$ cat src/common/tcow_pkg.sv
// constants, field layout and timing for the timer output waveform block
// assumes a 25 MHz system clock and a 32-bit APB register port
//
// How it works
// RL1 - frequency mode: equal high and low halves
// RL2 - new frequency value waits for cycle end
// RL3 - disabled output starts new value at once
// RL4 - zero value disables output immediately
// RL5 - disabled output low, high when inverted
// RL6 - resolution doubles per clock-select step
// RL7 - one-shot pulse lasts programmed timer clocks
// RL8 - one-shot rewrite while active reloads length
// RL9 - one-shot length may deviate one timer clock
// RL10 - pulse count emits N square pulses
// RL11 - pulse rate picked by clock select
// RL12 - pulse-count request outstanding until all done
// RL13 - pulse count idles low, pulses high
// RL14 - short pwm duty in 1/256 steps
// RL15 - long pwm duty in 1/65536 steps
// RL16 - new pwm duty applies at period end
// RL17 - triac gate fires delay after sync edge
// RL18 - triac gate timed by fixed 25.6us clock
// RL19 - triac level mode holds until next edge
// RL20 - new triac delay applies at next edge
// RL21 - triac update waits 10 ms for edge
// RL22 - sync edge and gate polarity configurable
// RL23 - 16-bit programmed value, clock-select scaled
// RL24 - train end: output idle, completion flagged
package tcow_pkg;

  // ----------------------------------------------------------------
  // register map (byte addresses)
  // ----------------------------------------------------------------
  localparam logic [7:0] OFS_CTRL = 8'h00;
  localparam logic [7:0] OFS_VALUE = 8'h04;
  localparam logic [7:0] OFS_STATUS = 8'h08;

  // ctrl fields
  localparam int CTRL_MODE_LSB = 0;
  localparam int CTRL_CSEL_LSB = 4;
  localparam int CTRL_INV_BIT = 8;
  localparam int CTRL_EDGE_LSB = 9;
  localparam int CTRL_LVL_BIT = 11;
  localparam logic [31:0] CTRL_RESET = 32'h0000_0200;

  // status fields
  localparam int ST_OUT_BIT = 0;
  localparam int ST_BUSY_BIT = 1;
  localparam int ST_DONE_BIT = 2;
  localparam int ST_TMO_BIT = 3;
  localparam int ST_WAIT_BIT = 4;
  localparam int ST_PEND_BIT = 5;

  // output modes
  localparam logic [2:0] MODE_OFF = 3'h0;
  localparam logic [2:0] MODE_FREQ = 3'h1;
  localparam logic [2:0] MODE_ONESHOT = 3'h2;
  localparam logic [2:0] MODE_PCOUNT = 3'h3;
  localparam logic [2:0] MODE_PWM_S = 3'h4;
  localparam logic [2:0] MODE_PWM_L = 3'h5;
  localparam logic [2:0] MODE_TRIAC = 3'h6;

  // engine states
  typedef enum logic [1:0] {
    ST_IDLE = 2'b00,
    ST_RUN = 2'b01,
    ST_WAIT = 2'b10
  } tcow_state_t;

  // ----------------------------------------------------------------
  // timing
  // ----------------------------------------------------------------
  localparam int CLK_FREQ_KHZ = 25000;
  localparam logic [7:0] TICK_BASE_DIV = 8'h02;
  localparam logic [15:0] PWM_S_LAST = 16'h00ff;
  localparam logic [15:0] PWM_L_LAST = 16'hffff;
  localparam logic [15:0] PC_LAST = 16'h00ff;
  localparam logic [15:0] PC_HALF = 16'h0080;
  localparam int GATE_CLK_NS = 25600;
  localparam int GATE_CLK_CYC = GATE_CLK_NS * CLK_FREQ_KHZ / 1000000;
  localparam int GATE_CLK_W = 10;
  localparam int TRIAC_TMO_US = 10000;
  localparam int TRIAC_TMO_CYC = TRIAC_TMO_US * (CLK_FREQ_KHZ / 1000);

endpackage : tcow_pkg

$ cat src/hw/tcow_top.sv
// timer output waveform generator: frequency, one-shot, pulse count,
// short and long pwm, triac gate delay
// assumes APB master on REF_CLK_I and SYNC_I synchronous to the clock
`timescale 1ns/1ns
`default_nettype none

module tcow_top
  import tcow_pkg::*;
#(
  parameter int TMO_CYC = TRIAC_TMO_CYC
)
(
  input wire logic REF_CLK_I,
  input wire logic RESET_I,
  input wire logic PSEL_I,
  input wire logic PENABLE_I,
  input wire logic PWRITE_I,
  input wire logic [7:0] PADDR_I,
  input wire logic [31:0] PWDATA_I,
  output logic [31:0] PRDATA_O,
  output logic PREADY_O,
  output logic PSLVERR_O,
  input wire logic SYNC_I,
  output logic WAVE_O,
  output logic BUSY_O,
  output logic DONE_O
);

  localparam int TMO_W = $clog2(TMO_CYC + 1);
  localparam logic [TMO_W-1:0] TMO_LAST = TMO_W'(TMO_CYC - 1);
  localparam logic [GATE_CLK_W-1:0] GATE_LAST = GATE_CLK_W'(GATE_CLK_CYC - 1);

  typedef struct packed {
    logic [2:0] mode;
    logic [2:0] csel;
    logic inv;
    logic [1:0] edg;
    logic lvl;
    tcow_state_t st;
    logic [15:0] value;
    logic [15:0] pend;
    logic pend_v;
    logic tvld;
    logic [15:0] cnt;
    logic [7:0] pre;
    logic phase;
    logic [15:0] rem;
    logic done;
    logic tmo;
    logic sync_d;
    logic [GATE_CLK_W-1:0] gclk;
    logic dly_run;
    logic arm;
    logic gate;
    logic [TMO_W-1:0] tmo_cnt;
    logic out;
    logic [31:0] rdata;
  } tcow_regs_t;

  tcow_regs_t q;
  tcow_regs_t n;

  // ----------------------------------------------------------------
  // helpers
  // ----------------------------------------------------------------

  // register index for a byte address, 2'h3 when unmapped
  function automatic logic [1:0] reg_index(input logic [7:0] a);
    case (a)
      OFS_CTRL: reg_index = 2'h0;
      OFS_VALUE: reg_index = 2'h1;
      OFS_STATUS: reg_index = 2'h2;
      default: reg_index = 2'h3;
    endcase
  endfunction

  // timer clock divides the system clock by 2 << csel
  function automatic logic [7:0] tick_last(input logic [2:0] cs);
    tick_last = (TICK_BASE_DIV << cs) - 8'h01;
  endfunction

  logic tick;
  logic gtick;
  logic sedge;
  logic wr;
  logic wr_ctrl;
  logic wr_val;
  logic wr_stat;
  logic set_done;
  logic set_tmo;
  logic active;
  logic [15:0] wv;
  logic [15:0] cnt_inc;
  logic [15:0] pwm_last;
  logic pwm_mode;

  // ----------------------------------------------------------------
  // next-state logic
  // ----------------------------------------------------------------
  always_comb
  begin
    n = q;
    set_done = 1'b0;
    set_tmo = 1'b0;
    active = 1'b0;
    wv = PWDATA_I[15:0];
    cnt_inc = q.cnt + 16'h0001;
    pwm_mode = (q.mode == MODE_PWM_S) || (q.mode == MODE_PWM_L);
    pwm_last = (q.mode == MODE_PWM_S) ? PWM_S_LAST : PWM_L_LAST; // [RL14] [RL15]
    if (q.mode == MODE_PWM_S)
    begin
      wv = {8'h00, PWDATA_I[7:0]};
    end
    tick = (q.pre == tick_last(q.csel)); // [RL6] [RL11] [RL23]
    gtick = (q.gclk == GATE_LAST); // [RL18]
    sedge = (q.edg[0] && SYNC_I && !q.sync_d) ||
      (q.edg[1] && !SYNC_I && q.sync_d); // [RL22]
    wr = PSEL_I && PENABLE_I && PWRITE_I;
    wr_ctrl = wr && (reg_index(PADDR_I) == 2'h0);
    wr_val = wr && (reg_index(PADDR_I) == 2'h1);
    wr_stat = wr && (reg_index(PADDR_I) == 2'h2);

    // prescaler, zeroed when a value write starts an engine, and free-running fixed gate clock
    n.sync_d = SYNC_I;
    n.pre = tick ? 8'h00 : q.pre + 8'h01;
    n.gclk = gtick ? '0 : q.gclk + GATE_CLK_W'(1);

    // waveform engines
    case (q.mode)
      MODE_FREQ:
      begin
        if (q.st == ST_RUN && tick)
        begin
          if (cnt_inc >= q.value)
          begin
            n.cnt = 16'h0000;
            n.phase = !q.phase; // [RL1]
            if (!q.phase && q.pend_v)
            begin
              n.value = q.pend; // [RL2]
              n.pend_v = 1'b0;
            end
          end
          else
          begin
            n.cnt = cnt_inc;
          end
        end
      end
      MODE_PWM_S, MODE_PWM_L:
      begin
        if (q.st == ST_RUN && tick)
        begin
          if (q.cnt == pwm_last)
          begin
            n.cnt = 16'h0000;
            if (q.pend_v)
            begin
              n.value = q.pend; // [RL16]
              n.pend_v = 1'b0;
            end
          end
          else
          begin
            n.cnt = cnt_inc;
          end
        end
      end
      MODE_ONESHOT:
      begin
        if (q.st == ST_RUN && tick)
        begin
          if (q.cnt == 16'h0001)
          begin
            n.st = ST_IDLE; // [RL7] [RL9]
            n.cnt = 16'h0000;
          end
          else
          begin
            n.cnt = q.cnt - 16'h0001;
          end
        end
      end
      MODE_PCOUNT:
      begin
        if (q.st == ST_RUN && tick)
        begin
          if (q.cnt == PC_LAST)
          begin
            n.cnt = 16'h0000;
            if (q.rem == 16'h0001)
            begin
              n.st = ST_IDLE; // [RL24]
              set_done = 1'b1;
            end
            else
            begin
              n.rem = q.rem - 16'h0001; // [RL10]
            end
          end
          else
          begin
            n.cnt = cnt_inc;
          end
        end
      end
      MODE_TRIAC:
      begin
        // delay then arm; gate follows on the fixed gate clock
        if (q.dly_run && tick)
        begin
          if (q.cnt == q.value)
          begin
            n.dly_run = 1'b0;
            n.arm = 1'b1;
          end
          else
          begin
            n.cnt = cnt_inc;
          end
        end
        if (gtick)
        begin
          if (q.arm)
          begin
            n.gate = 1'b1; // [RL17] [RL18]
            n.arm = 1'b0;
          end
          else if (q.gate && !q.lvl)
          begin
            n.gate = 1'b0;
          end
        end
        if (q.st == ST_WAIT)
        begin
          n.tmo_cnt = q.tmo_cnt + TMO_W'(1);
          if (!sedge && q.tmo_cnt == TMO_LAST)
          begin
            n.st = q.tvld ? ST_RUN : ST_IDLE; // [RL21]
            n.pend_v = 1'b0;
            set_tmo = 1'b1;
          end
        end
        if (sedge && q.st != ST_IDLE)
        begin
          if (q.pend_v)
          begin
            n.value = q.pend; // [RL20]
            n.pend_v = 1'b0;
            n.tvld = 1'b1;
          end
          n.st = ST_RUN;
          n.dly_run = 1'b1;
          n.cnt = 16'h0000;
          n.arm = 1'b0;
          n.gate = 1'b0; // [RL19]
        end
      end
      default:
      begin
        n.st = ST_IDLE;
      end
    endcase

    // value writes override the engine for this cycle
    if (wr_val)
    begin
      case (q.mode)
        MODE_FREQ, MODE_PWM_S, MODE_PWM_L:
        begin
          if (wv == 16'h0000)
          begin
            n.st = ST_IDLE; // [RL4]
            n.pend_v = 1'b0;
          end
          else if (q.st == ST_IDLE)
          begin
            n.st = ST_RUN; // [RL3]
            n.value = wv;
            n.pend_v = 1'b0;
            n.cnt = 16'h0000;
            n.pre = 8'h00;
            n.phase = 1'b1;
          end
          else
          begin
            n.pend = wv; // [RL2] [RL16]
            n.pend_v = 1'b1;
          end
        end
        MODE_ONESHOT:
        begin
          n.st = (wv == 16'h0000) ? ST_IDLE : ST_RUN;
          n.cnt = wv; // [RL8]
          if (q.st == ST_IDLE)
          begin
            n.pre = 8'h00;
          end
        end
        MODE_PCOUNT:
        begin
          // a new train is refused while one is outstanding
          if (q.st == ST_IDLE)
          begin
            if (wv == 16'h0000)
            begin
              set_done = 1'b1;
            end
            else
            begin
              n.st = ST_RUN; // [RL12]
              n.rem = wv;
              n.cnt = 16'h0000;
              n.pre = 8'h00;
            end
          end
        end
        MODE_TRIAC:
        begin
          n.pend = wv;
          n.pend_v = 1'b1;
          n.st = ST_WAIT;
          n.tmo_cnt = '0;
        end
        default:
        begin
          n.value = q.value;
        end
      endcase
    end

    // control write stops every engine
    if (wr_ctrl)
    begin
      n.mode = PWDATA_I[CTRL_MODE_LSB +: 3];
      n.csel = PWDATA_I[CTRL_CSEL_LSB +: 3];
      n.inv = PWDATA_I[CTRL_INV_BIT];
      n.edg = PWDATA_I[CTRL_EDGE_LSB +: 2];
      n.lvl = PWDATA_I[CTRL_LVL_BIT];
      n.st = ST_IDLE;
      n.pend_v = 1'b0;
      n.tvld = 1'b0;
      n.dly_run = 1'b0;
      n.arm = 1'b0;
      n.gate = 1'b0;
    end

    // sticky flags, set wins over write-one-to-clear
    n.done = (q.done && !(wr_stat && PWDATA_I[ST_DONE_BIT])) || set_done;
    n.tmo = (q.tmo && !(wr_stat && PWDATA_I[ST_TMO_BIT])) || set_tmo;

    // output level from the next state
    case (n.mode)
      MODE_FREQ: active = (n.st == ST_RUN) && n.phase;
      MODE_ONESHOT: active = (n.st == ST_RUN);
      MODE_PCOUNT: active = (n.st == ST_RUN) && (n.cnt < PC_HALF); // [RL13]
      MODE_PWM_S, MODE_PWM_L: active = (n.st == ST_RUN) && (n.cnt < n.value);
      MODE_TRIAC: active = n.gate;
      default: active = 1'b0;
    endcase
    n.out = active ^ n.inv; // [RL5] [RL22]

    // read data captured in the setup phase
    if (PSEL_I && !PENABLE_I)
    begin
      case (reg_index(PADDR_I))
        2'h0: n.rdata = {20'h00000, q.lvl, q.edg, q.inv, 1'b0, q.csel,
          1'b0, q.mode};
        2'h1: n.rdata = {16'h0000, q.value};
        2'h2: n.rdata = {26'h0000000, q.pend_v, q.st == ST_WAIT, q.tmo,
          q.done, (q.mode == MODE_PCOUNT) && (q.st == ST_RUN), q.out};
        default: n.rdata = 32'h0000_0000;
      endcase
    end
  end

  // ----------------------------------------------------------------
  // state register
  // ----------------------------------------------------------------
  always_ff @(posedge REF_CLK_I or posedge RESET_I)
  begin
    if (RESET_I)
    begin
      q <= '0;
      q.edg <= CTRL_RESET[CTRL_EDGE_LSB +: 2];
      q.st <= ST_IDLE;
    end
    else
    begin
      q <= n;
    end
  end

  // bus answers in the first access cycle
  assign PREADY_O = 1'b1;
  assign PSLVERR_O = PSEL_I && PENABLE_I && (reg_index(PADDR_I) == 2'h3);
  assign PRDATA_O = q.rdata;
  assign WAVE_O = q.out;
  assign BUSY_O = (q.mode == MODE_PCOUNT) && (q.st == ST_RUN);
  assign DONE_O = q.done;
endmodule // tcow_top

`default_nettype wire

$ cat config.mk
export PLATFORM = sky130hd
export DESIGN_NAME = tcow_top
export DESIGN_NICKNAME = d
export VERILOG_FILES = /design/src/common/tcow_pkg.sv /design/src/hw/tcow_top.sv
export SDC_FILE = /design/constraint.sdc
export NUM_CORES = 1
export LEC_CHECK = 0
export BUFFER_PORTS_ARGS = -buffer_cell sky130_fd_sc_hd__buf_2
export CORE_MARGIN = 4
export CORE_UTILIZATION = 62
export DETAILED_ROUTE_END_ITERATION = 10
export PLACE_DENSITY = 0.82
export SKIP_LAST_GASP = 1
export SYNTH_ARGS = -nofsm -noshare
export SYNTH_HDL_FRONTEND = slang
export SYNTH_SLANG_ARGS = --single-unit
$ cat constraint.sdc
create_clock -name REF_CLK_I -period 7.36 [get_ports REF_CLK_I]
set_clock_uncertainty 0.1 [all_clocks]
set_input_delay 1.472 -clock REF_CLK_I [delete_from_list [all_inputs] [get_ports REF_CLK_I]]
set_output_delay 1.472 -clock REF_CLK_I [all_outputs]
set_load 0.02 [all_outputs]
==> impl_metrics.csv <==
group,metric,value,unit
route,drt_iter0_drc,1598,
cts,numCtsBuffers,17,
timing,hold_violations,0,
timing,min_period_over_period,89.8,%
cts,clkSinkCount,138,
logic_synthesis,ys_ff_latch,138,
cts,path_clk_slew,0.07,ns
global_route,grt_max_degree,85,
worst_setup_path,arrival,6.88,ns
cts,cts_tree,"done",
worst_hold_path,hold_path_class,"register to register",
logic_synthesis,syn_inst,1293,
floorplan,fp.dieH,137,um
cts,clkLatencyLatePin,0.45,ns
worst_setup_path,path_buf_inv,1,
worst_setup_path,cp-startpoint,"q[92]",
timing,relSlewSlack,20.5,%
final_layout,final_nets,1379,
route,vias_per_cell,6.93,
timing,setup_viol_count_final,0,
route,wl_per_cell,23.4,um
power,peakVddDrop,0.173,mV
worst_hold_path,hold_path_startpoint,"PRDATA_O[3]",
route,drc,0,
worst_setup_path,end_kind,"register",
global_route,grt-ovfl-total,0,
floorplan,die_w,137,um
timing,slew_viol_final,0,
worst_setup_path,cp.required,7.63,ns
worst_setup_path,crit_path_max_incr_delay,0.61,ns
global_route,antenna_found_initial,0,
timing,fin_tns_setup,0,ns
route,firstDrtPassIters,7,
floorplan,coreArea,16100,sq um
floorplan,start_util,63.9,%
power,powerDensity,205,nW/um^2
final_layout,fill_cells,1310,
cts,post-cts-setup-buffer-count,0,
placement,dp.final_hpwl,25500,um
placement,io_buffers,49,
cts,htree_levels,4,
final_layout,antenna_cells,0,
worst_setup_path,timing_worst_setup_path_type,"register to register",
logic_synthesis,synth_cell_types,79,
logic_synthesis,ys.flop_type,"dfrtp_1",
logic_synthesis,async_flop_share,100,%
worst_setup_path,crit_fanout,13,
timing,period_minus_slack,6.61,ns
global_route,track_usage,38.3,%
cts,cts_root_buf,"clkbuf_16",
logic_synthesis,seq_area_frac_synth,33.7,%
route,ant_nets,0,
global_route,grt_pass1_vias,9961,
worst_setup_path,critPathSlowestCell,"dfrtp_1",
floorplan,ios,83,
final_layout,area_growth,8.00,%
floorplan,dieArea,18700,sq um
final_layout,layout-drive-gt1-share,9.65,%
route,dr_total_vias,10553,
cts,clockBufferDepth,2,
worst_setup_path,crit_family,"compound AO/OA/AOI/OAI gates",
final_layout,final_cells,1522,
logic_synthesis,synth_edf_count,0,
timing,max_slew.worst_pin.slew,1.18,ns
worst_setup_path,start_kind,"register",
final_layout,fin_util,69.0,%
cts,holdBufCountCts,0,
timing,rsz0062_at_grt,"no",
run,maxCapViolCount,0,
timing,timing.fmax,151,MHz
logic_synthesis,postSynthAreaPerCell,7.94,sq um
final_layout,multi_input_area,6170,sq um
power,p_leak,4.93,nW
placement,place_inst,1490,
final_layout,seqCellArea,3450,sq um
floorplan,rows,46,
worst_setup_path,rr_startpoint,"q[92]",
run_status,status,"completed",
worst_setup_path,crit_chain,"ha_1 > nand4_1 > nor3_1 > nand3_1 > xnor2_1 > ha_1 > nand2_1 > a311oi_1 > nor2_1 > a21oi_1 > a21boi_2 > o41ai_1 > nand2_1 > nand4b_1 > a21oi_1 > inv_1 > ha_1 > nand4_1 > a211oi_1 > nor4_1 > a31o_2 > a41oi_1 > xnor2_1",
worst_setup_path,cp_common_cell,"ha_1",
cts,ctsResizeCount,0,
logic_synthesis,ys_warn_count,0,
global_route,grt_first_pass_wirelength,54900,um
placement,gp_congestion,1.12,
logic_synthesis,netlist_area,10300,sq um
route,routed_wl,35500,um
## synth_stat cells, types with 15 or more instances
| cell | number | share of area (%) |
|---|---|---|
| a21oi_1 | 112 | 5.5 |
| a221oi_1 | 16 | 1.4 |
| and3_1 | 27 | 1.6 |
| buf_4 | 34 | 2.5 |
| clkbuf_1 | 56 | 2.0 |
| dfrtp_1 | 137 | 33 |
| ha_1 | 40 | 4.9 |
| inv_1 | 45 | 1.6 |
| nand2_1 | 170 | 6.2 |
| nand3_1 | 32 | 1.6 |
| nand4_1 | 20 | 1.2 |
| nor2_1 | 109 | 4.0 |
| nor3_1 | 29 | 1.4 |
| nor4_1 | 19 | 1.2 |
| o21ai_0 | 115 | 5.6 |
| o31ai_1 | 25 | 1.8 |
| or3_1 | 15 | 0.91 |
| xnor2_1 | 25 | 2.1 |
| xor2_1 | 45 | 3.8 |
## power by group
| part | total (mW) | switching, mW | leakage [nW] | internal (mW) |
|---|---|---|---|---|
| clock | 0.914 | 0.391 | 0.297 | 0.523 |
| sequential | 0.900 | 0.104 | 1.74 | 0.795 |
| combinational | 0.455 | 0.287 | 2.89 | 0.168 |
| total | 2.27 | 0.782 | 4.93 | 1.49 |
## final cells by class
| type | instances | share of cell area [%] |
|---|---|---|
| well taps | 216 | 2.44 |
| flip-flops and latches | 138 | 31.2 |
| multi-input cells | 1022 | 55.7 |
| clock inverters | 14 | 1.60 |
| clock buffers | 18 | 3.96 |
| repair buffers | 69 | 3.57 |
| inverters | 45 | 1.57 |
## metrics by stage
step / setup slack [ns] / hold WS, ns / area (sq um) / power [mW]
2_1_floorplan: 1.94 / 0.346 / 10300 / 1.21
3_3_place_gp: 1.12 / 0.354 / 10500 / 1.33
3_5_place_dp: 1.11 / 0.362 / 10500 / 1.34
4_1_cts: 1.05 / 0.376 / 11100 / 2.25
5_1_grt: 0.589 / 0.394 / 11100 / 2.35
6_report: 0.750 / 0.376 / 11100 / 2.27
## layer usage
layer	vias to the layer above	global-route usage, %	part of all wire [%]
met4	0	20.5	6.3
met2	793	58.3	43
li1	4636	-	-
met5	-	0	0
met3	221	11.0	13
met1	4903	49.5	38
## logic make-up after synthesis
| kind of cell | Yosys count | synth area share (%) |
|---|---|---|
| adders and majority gates | 40 | 4.88 |
| buffers and inverters | 148 | 6.86 |
| and+or+nand+nor | 488 | 22.9 |
| other | 2 | 0.0732 |
| DFF | 138 | 33.7 |
| AOI/OAI and AO/OA | 393 | 24.3 |
| muxes | 14 | 1.37 |
| xor gates and xnor gates | 70 | 5.97 |
## final timing paths
| path | end | depth (start not counted) | slack (ns) |
|---|---|---|---|
| worst max-delay path | WAVE_O | 23 | 0.75 |
| worst min-delay path | PRDATA_O[3] | 2 | 0.38 |
| worst max register to register | WAVE_O | 23 | 0.75 |
| worst min register to register | PRDATA_O[3] | 2 | 0.38 |
| max in group asynchronous | q[101] | 3 | 4.85 |
| min in group asynchronous | asynchronous set/reset pin | 2 | 1.07 |
## worst reg2reg max path: stages, from the launching register on
cell,delay (ns)
dfrtp_1,0.61
ha_1,0.37
nand4_1,0.20
nor3_1,0.43
nand3_1,0.30
xnor2_1,0.22
ha_1,0.29
nand2_1,0.04
a311oi_1,0.23
nor2_1,0.07
a21oi_1,0.29
a21boi_2,0.14
o41ai_1,0.46
nand2_1,0.26
nand4b_1,0.24
a21oi_1,0.42
inv_1,0.15
ha_1,0.31
nand4_1,0.20
a211oi_1,0.47
nor4_1,0.11
a31o_2,0.25
a41oi_1,0.25
xnor2_1,0.15
## layout by cell type, fill, tap and decap left out, types with 10 or more instances in the layout
cell       instances
buf_4             20
a211oi_1          11
o211ai_1          10
xnor2_1           25
nor3_1            28
or3_1             15
nor4_1            19
o22ai_1           11
nor2_1           108
nand3_1           32
a21o_1            12
and3_1            27
nand4_1           20
conb_1            17
nor2b_1           11
o21ai_0          114
a21oi_1          112
dfrtp_1          137
a221oi_1          16
clkbuf_16         17
o31ai_1           24
buf_2             49
nand2_1          170
ha_1              40
xor2_1            45
mux2i_1           14
inv_1             44
Power figures use the tool's default switching activity.
